[config.mk]
export PLATFORM = sky130hd
export DESIGN_NAME = lrmon_top
export DESIGN_NICKNAME = d
export VERILOG_FILES = /design/src/logic/lrmon_pkg.sv /design/src/logic/lrmon_top.sv /design/src/logic/lrmon_us_tick.sv /design/src/logic/lrmon_evt_sel.sv
export SDC_FILE = /design/constraint.sdc
export NUM_CORES = 1
export LEC_CHECK = 0
export ABC_AREA = 1
export BUFFER_PORTS_ARGS = -buffer_cell sky130_fd_sc_hd__buf_2
export CAP_MARGIN = 10
export CORE_MARGIN = 4
export CORE_UTILIZATION = 27
export CTS_BUF_LIST = sky130_fd_sc_hd__clkbuf_8
export CTS_CLUSTER_DIAMETER = 150
export DETAILED_ROUTE_END_ITERATION = 8
export GPL_ROUTABILITY_DRIVEN = 0
export GPL_TIMING_DRIVEN = 0
export PLACE_DENSITY = 0.44
export SYNTH_ARGS = -nofsm -noshare
export SYNTH_HDL_FRONTEND = slang
export SYNTH_HIERARCHICAL = 1
export SYNTH_SLANG_ARGS = --single-unit
[constraint.sdc]
create_clock -name i_mclk -period 5.99 [get_ports i_mclk]
set_input_delay 0.2995 -clock i_mclk [delete_from_list [all_inputs] [get_ports i_mclk]]
set_output_delay 0.2995 -clock i_mclk [all_outputs]
set_load 0.01 [all_outputs]
[src/logic/lrmon_pkg.sv]
// Package of constants for the link reliability monitor.
package lrmon_pkg;
	// ===========================================================
	// Register map
	localparam logic [11:0] LRMON_CTRL_OFS   = 12'h560;
	localparam logic [11:0] LRMON_STAT_OFS   = 12'h564;
	localparam logic [11:0] LRMON_THRESH_OFS = 12'h568;
	localparam logic [11:0] LRMON_CNT_OFS    = 12'h56c;
	localparam logic [11:0] LRMON_EVT_OFS    = 12'h570;
	localparam int          LRMON_ADDR_W     = 12;
	// ===========================================================
	// Field positions
	localparam int LRMON_EN_BIT   = 0;
	localparam int LRMON_TYPE_BIT = 1;
	localparam int LRMON_ULF_BIT  = 0;
	localparam int LRMON_THR_LSB  = 0;
	localparam int LRMON_THR_W    = 8;
	localparam int LRMON_PER_LSB  = 8;
	localparam int LRMON_PER_W    = 24;
	// ===========================================================
	// Reset values
	localparam logic [7:0]  LRMON_THR_RST  = 8'hff;
	localparam logic [23:0] LRMON_PER_RST  = 24'hff_ffff;
	localparam logic [7:0]  LRMON_ERR_MAX  = 8'hff;
	localparam logic [23:0] LRMON_PER_MAX  = 24'hff_ffff;
	// ===========================================================
	// Timing
	localparam int LRMON_CLK_MHZ   = 200;
	localparam int LRMON_US_NS     = 1000;
	localparam int LRMON_CLK_NS    = 5;
	localparam int LRMON_US_CYCLES = LRMON_US_NS / LRMON_CLK_NS;
	localparam int LRMON_PRE_W     = 8;
	localparam logic [7:0] LRMON_PRE_LAST = 8'(LRMON_US_CYCLES - 1);
	// ===========================================================
	// AHB-Lite encodings
	localparam logic [1:0] LRMON_HTRANS_NONSEQ = 2'h2;
	localparam logic [1:0] LRMON_HTRANS_SEQ    = 2'h3;
	// ===========================================================
	// Recovery causes
	typedef enum logic [1:0] {
		LRMON_CAUSE_CLKCOMP,
		LRMON_CAUSE_EIDLE,
		LRMON_CAUSE_DESKEW,
		LRMON_CAUSE_DLL
	} lrmon_cause_t;
endpackage

[src/logic/lrmon_top.sv]
// Link reliability monitor top: AHB-Lite registers, error and period tallies.
// Summary of operation
// - Tallies count whatever the enable bit; the flag and the tally freeze need it at one; it is sticky and resets to zero.
// - With the error-type bit at zero, received LCRC failures are the counted events.
// - With the error-type bit at one, L0-to-Recovery moves caused by link faults are counted.
// - Counted causes are clock compensation errors, electrical idle, deskew errors and link errors.
// - Only Recovery entries that this port starts are counted, not partner-started ones.
// - The unreliable-link flag sets when the error tally reaches the threshold.
// - The flag sets only while monitoring is enabled.
// - Only a software write of one clears the flag; hardware never does; it resets to zero.
// - A 24-bit sticky monitoring period in microseconds sets the window; zero is reserved.
// - Tallies saturate, stop once the link is unreliable, and clear on retrain, Detect or enable rise.
// - Both tallies restart when the period tally equals the period, even while disabled.
//
// The AHB-Lite slave port was chosen for this implementation.
`timescale 1ns/1ps
`default_nettype none
module lrmon_top (
	input  wire logic        i_mclk,
	input  wire logic        i_reset_n,
	input  wire logic        i_sticky_reset_n,
	input  wire logic        i_ce,
	input  wire logic        i_hsel,
	input  wire logic [31:0] i_haddr,
	input  wire logic [1:0]  i_htrans,
	input  wire logic        i_hwrite,
	input  wire logic [2:0]  i_hsize,
	input  wire logic [31:0] i_hwdata,
	input  wire logic        i_hready,
	output logic [31:0]      o_hrdata,
	output logic             o_hreadyout,
	output logic             o_hresp,
	input  wire logic        i_lcrc_err,
	input  wire logic        i_rec_entry,
	input  wire logic        i_rec_local,
	input  wire logic [3:0]  i_rec_cause,
	input  wire logic        i_retrain_req,
	input  wire logic        i_in_detect,
	output logic             o_unreliable_link
);
	import lrmon_pkg::*;

	// ===========================================================
	// Bus address phase capture
	logic                    wr_pend_r;
	logic                    wr_pend_nxt;
	logic [LRMON_ADDR_W-1:0] wr_addr_r;
	logic [LRMON_ADDR_W-1:0] wr_addr_nxt;
	logic [31:0]             rdata_r;
	logic [31:0]             rdata_nxt;
	logic                    addr_ok;

	// Sticky configuration and flag.
	logic                    enable_r;
	logic                    enable_nxt;
	logic                    err_type_r;
	logic                    err_type_nxt;
	logic [LRMON_THR_W-1:0]  error_threshold_r;
	logic [LRMON_THR_W-1:0]  error_threshold_nxt;
	logic [LRMON_PER_W-1:0]  period_r;
	logic [LRMON_PER_W-1:0]  period_nxt;
	logic                    unreliable_link_flag_r;
	logic                    unreliable_link_flag_nxt;

	// Tallies (non-sticky).
	logic [LRMON_THR_W-1:0]  error_tally_r;
	logic [LRMON_THR_W-1:0]  error_tally_nxt;
	logic [LRMON_PER_W-1:0]  window_time_tally_r;
	logic [LRMON_PER_W-1:0]  window_time_tally_nxt;
	logic                    enable_d_r;
	logic                    judged_r;
	logic                    judged_nxt;

	logic                    us_tick;
	logic                    err_event;
	logic                    tally_clear;
	logic                    wr_ctrl;
	logic                    wr_stat;
	logic                    wr_thr;

	function automatic logic [LRMON_THR_W-1:0] sat_inc8(input logic [LRMON_THR_W-1:0] v);
		sat_inc8 = (v == LRMON_ERR_MAX) ? v : v + 8'h01;
	endfunction

	function automatic logic [LRMON_PER_W-1:0] sat_inc24(input logic [LRMON_PER_W-1:0] v);
		sat_inc24 = (v == LRMON_PER_MAX) ? v : v + 24'h00_0001;
	endfunction

	// ===========================================================
	// Helper blocks
	lrmon_us_tick u_tick (
		.i_mclk    (i_mclk),
		.i_reset_n (i_reset_n),
		.i_ce      (i_ce),
		.i_restart (tally_clear),
		.o_tick    (us_tick)
	);

	lrmon_evt_sel u_evt (
		.i_mclk            (i_mclk),
		.i_reset_n         (i_reset_n),
		.i_ce              (i_ce),
		.i_link_state_mode (err_type_r),
		.i_lcrc_err        (i_lcrc_err),
		.i_rec_entry       (i_rec_entry),
		.i_rec_local       (i_rec_local),
		.i_rec_cause       (i_rec_cause),
		.o_event           (err_event)
	);

	// ===========================================================
	// AHB-Lite slave: zero wait states, always OKAY.
	assign addr_ok = i_hsel && i_hready && i_htrans[1];

	always_comb begin
		wr_pend_nxt = addr_ok && i_hwrite;
		wr_addr_nxt = i_haddr[LRMON_ADDR_W-1:0];
		rdata_nxt   = rdata_r;
		if (addr_ok && !i_hwrite) begin
			unique case (i_haddr[LRMON_ADDR_W-1:0])
				LRMON_CTRL_OFS: begin
					rdata_nxt = {30'h0, err_type_r, enable_r};
				end
				LRMON_STAT_OFS: begin
					rdata_nxt = {31'h0, unreliable_link_flag_r};
				end
				LRMON_THRESH_OFS: begin
					rdata_nxt = {period_r, error_threshold_r};
				end
				LRMON_CNT_OFS: begin
					rdata_nxt = {window_time_tally_r, error_tally_r};
				end
				default: begin
					rdata_nxt = 32'h0000_0000;
				end
			endcase
		end
	end

	always_ff @(posedge i_mclk or negedge i_reset_n) begin
		if (!i_reset_n) begin
			wr_pend_r <= 1'b0;
			wr_addr_r <= '0;
			rdata_r   <= 32'h0000_0000;
		end else if (i_ce) begin
			wr_pend_r <= wr_pend_nxt;
			wr_addr_r <= wr_addr_nxt;
			rdata_r   <= rdata_nxt;
		end
	end

	assign o_hrdata    = rdata_r;
	assign o_hreadyout = 1'b1;
	assign o_hresp     = 1'b0;

	assign wr_ctrl = wr_pend_r && (wr_addr_r == LRMON_CTRL_OFS);
	assign wr_stat = wr_pend_r && (wr_addr_r == LRMON_STAT_OFS);
	assign wr_thr  = wr_pend_r && (wr_addr_r == LRMON_THRESH_OFS);

	// ===========================================================
	// Sticky registers: kept across ordinary reset, cleared by sticky reset.
	always_comb begin
		enable_nxt          = enable_r;
		err_type_nxt        = err_type_r;
		error_threshold_nxt = error_threshold_r;
		period_nxt          = period_r;
		if (wr_ctrl) begin
			enable_nxt   = i_hwdata[LRMON_EN_BIT];
			err_type_nxt = i_hwdata[LRMON_TYPE_BIT];
		end
		if (wr_thr) begin
			error_threshold_nxt = i_hwdata[LRMON_THR_LSB +: LRMON_THR_W];
			period_nxt          = i_hwdata[LRMON_PER_LSB +: LRMON_PER_W];
		end
		unreliable_link_flag_nxt = unreliable_link_flag_r;
		// Write one clears; a same-cycle detection wins so no event is lost.
		if (wr_stat && i_hwdata[LRMON_ULF_BIT]) begin
			unreliable_link_flag_nxt = 1'b0;
		end
		// A tally left from the disabled time is no match: the enable rise clears
		// it in the same cycle, so that first enabled cycle must not set the flag.
		if (enable_r && enable_d_r && (error_tally_r >= error_threshold_r)) begin
			unreliable_link_flag_nxt = 1'b1;
		end
	end

	always_ff @(posedge i_mclk or negedge i_sticky_reset_n) begin
		if (!i_sticky_reset_n) begin
			enable_r               <= 1'b0;
			err_type_r             <= 1'b0;
			error_threshold_r      <= LRMON_THR_RST;
			period_r               <= LRMON_PER_RST;
			unreliable_link_flag_r <= 1'b0;
		end else if (i_ce) begin
			enable_r               <= enable_nxt;
			err_type_r             <= err_type_nxt;
			error_threshold_r      <= error_threshold_nxt;
			period_r               <= period_nxt;
			unreliable_link_flag_r <= unreliable_link_flag_nxt;
		end
	end

	assign o_unreliable_link = unreliable_link_flag_r;

	// ===========================================================
	// Error and window tallies.
	// Judged freezes the tallies once the threshold is met while enabled,
	// so software reading the counter sees the count that tripped it.
	assign tally_clear = i_retrain_req || i_in_detect || (enable_r && !enable_d_r);

	always_comb begin
		error_tally_nxt       = error_tally_r;
		window_time_tally_nxt = window_time_tally_r;
		judged_nxt            = judged_r;
		if (tally_clear) begin
			error_tally_nxt       = '0;
			window_time_tally_nxt = '0;
			judged_nxt            = 1'b0;
		end else if (!judged_r) begin
			if (enable_r && (error_tally_r >= error_threshold_r)) begin
				judged_nxt = 1'b1;
			end else if (window_time_tally_r == period_r) begin
				error_tally_nxt       = '0;
				window_time_tally_nxt = '0;
			end else begin
				if (err_event) begin
					error_tally_nxt = sat_inc8(error_tally_r);
				end
				if (us_tick) begin
					window_time_tally_nxt = sat_inc24(window_time_tally_r);
				end
			end
		end
	end

	always_ff @(posedge i_mclk or negedge i_reset_n) begin
		if (!i_reset_n) begin
			error_tally_r       <= '0;
			window_time_tally_r <= '0;
			enable_d_r          <= 1'b0;
			judged_r            <= 1'b0;
		end else if (i_ce) begin
			error_tally_r       <= error_tally_nxt;
			window_time_tally_r <= window_time_tally_nxt;
			enable_d_r          <= enable_r;
			judged_r            <= judged_nxt;
		end
	end
endmodule
`default_nettype wire

[src/logic/lrmon_us_tick.sv]
// Microsecond tick generator for the link reliability monitor.
`timescale 1ns/1ps
`default_nettype none
module lrmon_us_tick (
	input  wire logic i_mclk,
	input  wire logic i_reset_n,
	input  wire logic i_ce,
	input  wire logic i_restart,
	output logic      o_tick
);
	import lrmon_pkg::*;

	logic [LRMON_PRE_W-1:0] pre_r;
	logic [LRMON_PRE_W-1:0] pre_nxt;
	logic                   tick_r;
	logic                   tick_nxt;

	always_comb begin
		tick_nxt = 1'b0;
		pre_nxt  = pre_r + 8'h01;
		if (i_restart) begin
			pre_nxt = '0;
		end else if (pre_r == LRMON_PRE_LAST) begin
			pre_nxt  = '0;
			tick_nxt = 1'b1;
		end
	end

	always_ff @(posedge i_mclk or negedge i_reset_n) begin
		if (!i_reset_n) begin
			pre_r  <= '0;
			tick_r <= 1'b0;
		end else if (i_ce) begin
			pre_r  <= pre_nxt;
			tick_r <= tick_nxt;
		end
	end

	assign o_tick = tick_r;
endmodule
`default_nettype wire

[src/logic/lrmon_evt_sel.sv]
// Error event selector: picks the monitored event type.
`timescale 1ns/1ps
`default_nettype none
module lrmon_evt_sel (
	input  wire logic      i_mclk,
	input  wire logic      i_reset_n,
	input  wire logic      i_ce,
	input  wire logic      i_link_state_mode,
	input  wire logic      i_lcrc_err,
	input  wire logic      i_rec_entry,
	input  wire logic      i_rec_local,
	input  wire logic [3:0] i_rec_cause,
	output logic           o_event
);
	import lrmon_pkg::*;

	logic evt_r;
	logic evt_nxt;

	always_comb begin
		if (i_link_state_mode) begin
			// Only locally started recoveries with a listed cause count.
			evt_nxt = i_rec_entry && i_rec_local && (|i_rec_cause);
		end else begin
			evt_nxt = i_lcrc_err;
		end
	end

	always_ff @(posedge i_mclk or negedge i_reset_n) begin
		if (!i_reset_n) begin
			evt_r <= 1'b0;
		end else if (i_ce) begin
			evt_r <= evt_nxt;
		end
	end

	assign o_event = evt_r;
endmodule
`default_nettype wire

* After elaboration in Yosys (flattened, before gate mapping)
Index checks and enable logic that the tools add are counted.
** Word-level totals
- Bits in registers :: 124
- Bits of input ports :: 85
- Output and inout bits :: 35
- Logic and storage cells :: 85
** Operators by class
- Add/subtract/negate cells :: 3
- Magnitude comparators :: 1
- Equality and inequality tests :: 15
- Muxes and demuxes :: 23
- Reduce and logical (&&, ||, !) cells :: 28
** Operator list (number)
- two-way mux 24 bit :: 6
- one-hot mux 32 bit (4 select lines) :: 1
- == test 12 x 11 -> 1 bit (second input constant) :: 7
- two-way mux 8 bit :: 8
- adder 24 x 1 -> 24 bit (second input constant) :: 1
- == test 24 bit :: 1
- == test 24 bit (second input constant) :: 1
- adder 8 x 1 -> 8 bit (second input constant) :: 2
- == test 8 bit (second input constant) :: 2
- logical AND 1 bit :: 14
- AND reduction 5 bit :: 2
- >= comparator 8 bit :: 1
- two-way mux 1 bit :: 8
- AND reduction 2 bit :: 4
- != test 3 bit (second input constant) :: 2
- nonzero test 3 bit :: 2
- OR reduction 4 bit :: 1
- logical NOT 1 bit :: 2
- logical OR 1 bit :: 2
- != test 2 x 1 -> 1 bit (second input constant) :: 1
- != test 2 bit (second input constant) :: 1
- nonzero test 2 bit :: 1

* Longest topological paths before layout
- Word-level depth :: 7
- Gate-level depth with buffers :: 16

* Cells and area by module
The synthesis kept the hierarchy.
** Modules (own cells, without submodules)
- lrmon_top :: instances 1, cells each 860, area each 6543.8 µm², seq. area each 2892.8 µm²
- lrmon_us_tick :: instances 1, cells each 66, area each 569.3 µm², seq. area each 225.2 µm²
- lrmon_evt_sel :: instances 1, cells each 11, area each 67.6 µm², seq. area each 25.0 µm²

* Worst setup path after synthesis
No wires, ideal clock.
- Path kind :: flip-flop to flip-flop
- Start point :: reg error_threshold_r[7]
- End point :: reg error_tally_r[0]
- Setup time :: 65 ps
- Data arrival time :: 1936 ps
- Required time :: 5925 ps
- Slack :: 3989 ps
- Stages on the path, launching flop included :: 12
- Period minus slack after synthesis :: 2001 ps
- Path through :: dfstp_2 > inv_1 > ha_1 > a21o_1 > nor2_1 > nand3_1 > nand2_1 > nand2_1 > nand2_1 > clkbuf_1 > nand4_1 > nand2_1
** On the way
- Cells in the longest elaborated chain, start to end :: 4
** RTL lines
- start: declaration :: line lrmon_top.sv:58 : logic [LRMON_THR_W-1:0] error_threshold_r;
- start signal: assignment :: line lrmon_top.sv:197 : error_threshold_r <= error_threshold_nxt;
- >= comparator 8 bit :: line lrmon_top.sv:220 : if (enable_r && (error_tally_r >= error_threshold_r)) begin
- logical AND 1 bit :: line lrmon_top.sv:220
- != test 2 bit (no source line)
- AND reduction 5 bit (no source line)
- end signal: assignment :: line lrmon_top.sv:243 : error_tally_r <= error_tally_nxt;
- end: declaration :: line lrmon_top.sv:66 : logic [LRMON_THR_W-1:0] error_tally_r;
Every way passes these cells.
A chain may end at the register's enable or synchronous reset.

* Worst setup path after layout
- Start point :: reg error_threshold_r[3]
- End point :: reg window_time_tally_r[13]
** On the way
- Cells in the longest elaborated chain, start to end :: 4
** RTL lines
- >= comparator 8 bit :: line lrmon_top.sv:220
- logical AND 1 bit :: line lrmon_top.sv:220
- != test 2 bit (no source line)
- AND reduction 5 bit (no source line)
- end signal: assignment :: line lrmon_top.sv:244 : window_time_tally_r <= window_time_tally_nxt;
- end: declaration :: line lrmon_top.sv:68 : logic [LRMON_PER_W-1:0] window_time_tally_r;
Every way passes these cells.

==> results.md <==
- Status: complete, no violations
- Worst Setup End Kind: register
- Sequential share of power: about 50%
- DRC errors left: 0
- CTS Sinks: 124
- CTS resizes: 0
- Yosys warnings: 6
- Vias in the first global route: between 6k and 7k
- First-pass DRT Iterations: 5
- Largest net degree at the start of global routing: 60
- Die area: 0.0293 mm2
- Worst-path cell chain: inv_1 -> ha_1 -> a21oi_1 -> nand2_1 -> nand2_1 -> nand3_1 -> nand2_1 -> nand2_1 -> nand2_1 -> clkbuf_1 -> nand4_1 -> nand2_1
- Seq/Total Area, Yosys: between 40% and 50%
- Kind of critical path: reg -> reg
- Layout Utilization: around a third
- Dominant synthesized flop cell: dfrtp_1
- Num ports: 120
- CP Data Arrival Time: 2.99 ns
- Int Power: between 1 and 1.5 mW
- Gate power share: 5.5%
- Routed Antenna Nets: 0
- Clock transition at the registers of the reported paths: roughly 0.090 ns
- Final WL: 21600 um
- Final setup viols: 0
- Final Hold Vio Count: 0
- Port Buffers: 93
- Non-filler cells in the finished layout: ~1.4k
- Vias per cell: around 4.6
- Setup crit start kind: register
- Core area: 0.0261 mm2
- Final setup margin: 3.38 ns
- Fin nets: between 1k and 1.5k
- DR vias: 6377
- M1 WL: between 10000 and 15000 um
- Avg Cell Area, Syn: 7.66 um2
- CTS tree: yes
- WL met2: 10200 um
- Worst slew margin: 39.1%
- GRT Total Usage: between 15 and 20%
- Synth Cell Area: approximately 0.007 mm2
- CTS buffer count: 17
- Min Tclk post-route: approximately 2.6 ns
- Clock share of power: between 40 and 50%
- Syn Nets: 1034
- Initial DRC count: about 340
- Unrepaired setup endpoints after global routing: false
- Sw frac: 27.0%
- First-pass GRT wire length: 34600 um
- Fin. max-slew vios: 0
- Max incr delay on CP: roughly 0.54 ns
- Post-Synthesis Cells: 937
- Worst hold slack: ~0.054 ns
- Uppermost layer routed: met4
- Total global routing overflow: 0
- Routed met3 length: between 900 and 1000 um
- Max stage delay cell, worst path: dfstp_2
- Clock root buffer: clkbuf_8
- Clk_skew: ~0.016 ns
- Clk_lat worst skew: between 0.4 and 0.5 ns
- Clock buffer depth: 2
- Setup TNS: 0 ns
- Number of synthesized flops with an enable pin: 0
- Leak: approximately 3.9 nW
- Maximum VDD drop: roughly 110 uV
- Die H: ~170 um
- Number of distinct library cells after synthesis: 38
- # rows: a little under 60
- DP Area: 0.00810 mm2
- F_max: between 300 and 400 MHz
- Worst-Margin Slew: 0.914 ns
- Ys async rst share: 100%
- Syn-to-layout area delta: 18.2%
- CTS H-tree depth: 4
- Initial antenna violation count: 0
- Die extent in x: 171 um
- Initial Util: a little over a quarter
- Crit path max fanout: 10
- Final instance area: between 0.008 and 0.009 mm2
- Final period utilization: a little over two fifths
- Crit-path most repeated cell: nand2_1
- Placed cell count: approximately 1.4k
- Total chip power: 1.66 mW
- HPWL after DPL: about 16000 um
- Dpl ws: approximately 3.4 ns
- #FFs+latches synth: around 120
- Share of cells above drive strength 1: between 20% and 30%
- Sw Pwr: about 450 uW
- Routed len/inst: about 15 um
- Hold/Removal Path Class: in -> reg
- Crit path required time: approximately 6.4 ns
- Max Cap Viol: 0
- Pwr Density: around 200 mW/mm2
- Number of diodes: 0
==> layer usage <==
metal  vias to the layer above  GRT usage (%)
met2                       120           24.8
met5                         -              0
met4                         0           3.38
met3                        13           3.63
li1                       3238              -
met1                      3006           20.5
==> synthesized netlist by cell type, types with 4 or more instances <==
cell | number | area [um2]
mux2_2 | 30 | 338
ha_1 | 12 | 150
nor2_2 | 4 | 25.0
inv_1 | 123 | 462
dfstp_2 | 32 | 841
o22ai_1 | 27 | 169
nand4_1 | 45 | 282
nand2_1 | 281 | 1050
nand2_2 | 6 | 37.5
xor2_1 | 17 | 149
nand3_2 | 4 | 40.0
clkbuf_1 | 14 | 52.6
nand3_1 | 29 | 145
nor2_1 | 86 | 323
o21ai_0 | 55 | 275
buf_2 | 12 | 60.1
inv_2 | 9 | 33.8
nor3_1 | 15 | 75.1
a21oi_1 | 10 | 50.1
nand2_4 | 4 | 45.0
dfrtp_1 | 92 | 2300
==> final timing paths <==
path | startpoint | end | slack (ns) | cells past startpoint
worst min register to register | wr_addr_r[10]$_DFFE_PN0P_ | wr_addr_r[10]$_DFFE_PN0P_ | 0.48 | 2
min in group asynchronous | i_reset_n | o_hrdata[18]$_DFFE_PN0P_ | 0.34 | 2
worst min-delay path | i_haddr[6] | wr_addr_r[6]$_DFFE_PN0P_ | 0.05 | 3
worst max register to register | error_threshold_r[3]$_DFFE_PN1P_ | window_time_tally_r[13]$_DFFE_PN0P_ | 3.38 | 12
max in group asynchronous | i_sticky_reset_n | err_type_r$_DFFE_PN0P_ | 4.90 | 2
worst max-delay path | error_threshold_r[3]$_DFFE_PN1P_ | window_time_tally_r[13]$_DFFE_PN0P_ | 3.38 | 12
==> power by group through the flow <==
stage / clock network (mW) / registers [mW] / logic (mW)
2_1_floorplan: 0 / 0.866 / 0.0356
3_3_place_gp: 0 / 0.867 / 0.0900
3_5_place_dp: 0 / 0.867 / 0.0931
4_1_cts: 0.744 / 0.852 / 0.0942
5_1_grt: 0.789 / 0.853 / 0.104
6_report: 0.717 / 0.852 / 0.0909
==> layout by cell type, fill, tap and decap left out, types with 2 or more instances in the layout <==
| cell | Yosys | routed |
|---|---|---|
| nor2_2 | 4 | 4 |
| nand3_2 | 4 | 4 |
| dlygate4sd3_1 | 0 | 2 |
| buf_6 | 3 | 3 |
| buf_1 | 2 | 2 |
| nor3_2 | 2 | 2 |
| nor2_1 | 86 | 86 |
| conb_1 | 2 | 2 |
| dfrtp_1 | 92 | 92 |
| mux2_2 | 30 | 30 |
| inv_1 | 123 | 125 |
| a21o_1 | 3 | 3 |
| nand3_4 | 2 | 2 |
| a21oi_1 | 10 | 10 |
| xnor2_1 | 3 | 3 |
| nand2_2 | 6 | 6 |
| o22ai_1 | 27 | 27 |
| clkinv_4 | 0 | 3 |
| inv_2 | 9 | 9 |
| clkinvlp_4 | 0 | 3 |
| nand4_1 | 45 | 45 |
| nand2_1 | 281 | 281 |
| ha_1 | 12 | 12 |
| buf_2 | 12 | 104 |
| clkbuf_1 | 14 | 14 |
| a21oi_2 | 2 | 2 |
| xor2_1 | 17 | 17 |
| nand3_1 | 29 | 29 |
| inv_6 | 0 | 6 |
| clkbuf_8 | 0 | 17 |
| o21ai_0 | 55 | 55 |
| dfstp_2 | 32 | 32 |
| nand2_4 | 4 | 4 |
| buf_4 | 3 | 4 |
| nor3_1 | 15 | 15 |
==> worst max-delay path: cells and delay by family (launching register included) <==
| family | cells | cell delay, ns |
|---|---|---|
| simple gates | 8 | 0.96 |
| buf+inv | 2 | 0.56 |
| flops | 1 | 0.54 |
| fa+ha+maj | 1 | 0.31 |
| compound gates | 1 | 0.17 |
==> timing repair <==
item | CTS | global route
buffers inserted | 0 | 0
hold buffers | 2 | 0
endpoints found under the setup margin | 0 | 0
hold endpoints to repair | 33 | 0
==> registers in the layout (all words and copies together), names as in the netlist <==
| signal | flops |
|---|---|
| wr_pend_r | 1 |
| wr_addr_r | 12 |
| judged_r | 1 |
| o_unreliable_link | 1 |
| window_time_tally_r | 24 |
| u_tick/o_tick | 1 |
| enable_r | 1 |
| o_hrdata | 32 |
| error_tally_r | 8 |
| u_tick/pre_r | 8 |
| err_type_r | 1 |
| error_threshold_r | 8 |
| u_evt/o_event | 1 |
| period_r | 24 |
| enable_d_r | 1 |
==> layout make-up <==
| cell class | instances | area, um2 |
|---|---|---|
| fillers | 2900 | 17600 |
| multi-input cells | 647 | 3370 |
| flip-flops and latches | 124 | 3140 |
| repair buffers | 96 | 515 |
| inverters | 132 | 495 |
| well taps | 335 | 419 |
| clock buffers | 17 | 234 |
| plain buffers | 34 | 176 |
| clock inverters | 15 | 139 |
==> kinds of logic (layout without fill, tap and decap cells) <==
logic type               count (synthesis)  after routing  share of synthesized area [%]
buffers and inverters                  166            294                           9.36
flip-flops                             124            124                           43.8
other                                    2              2                          0.105
AND/OR/NAND/NOR                        481            481                           29.5
multiplexers                            30             30                           4.70
XOR/XNOR                                20             20                           2.44
adder cells (fa/ha/maj)                 12             12                           2.09
AO/OA/AOI/OAI                          102            102                           8.07
Power figures use the tool's default switching activity.
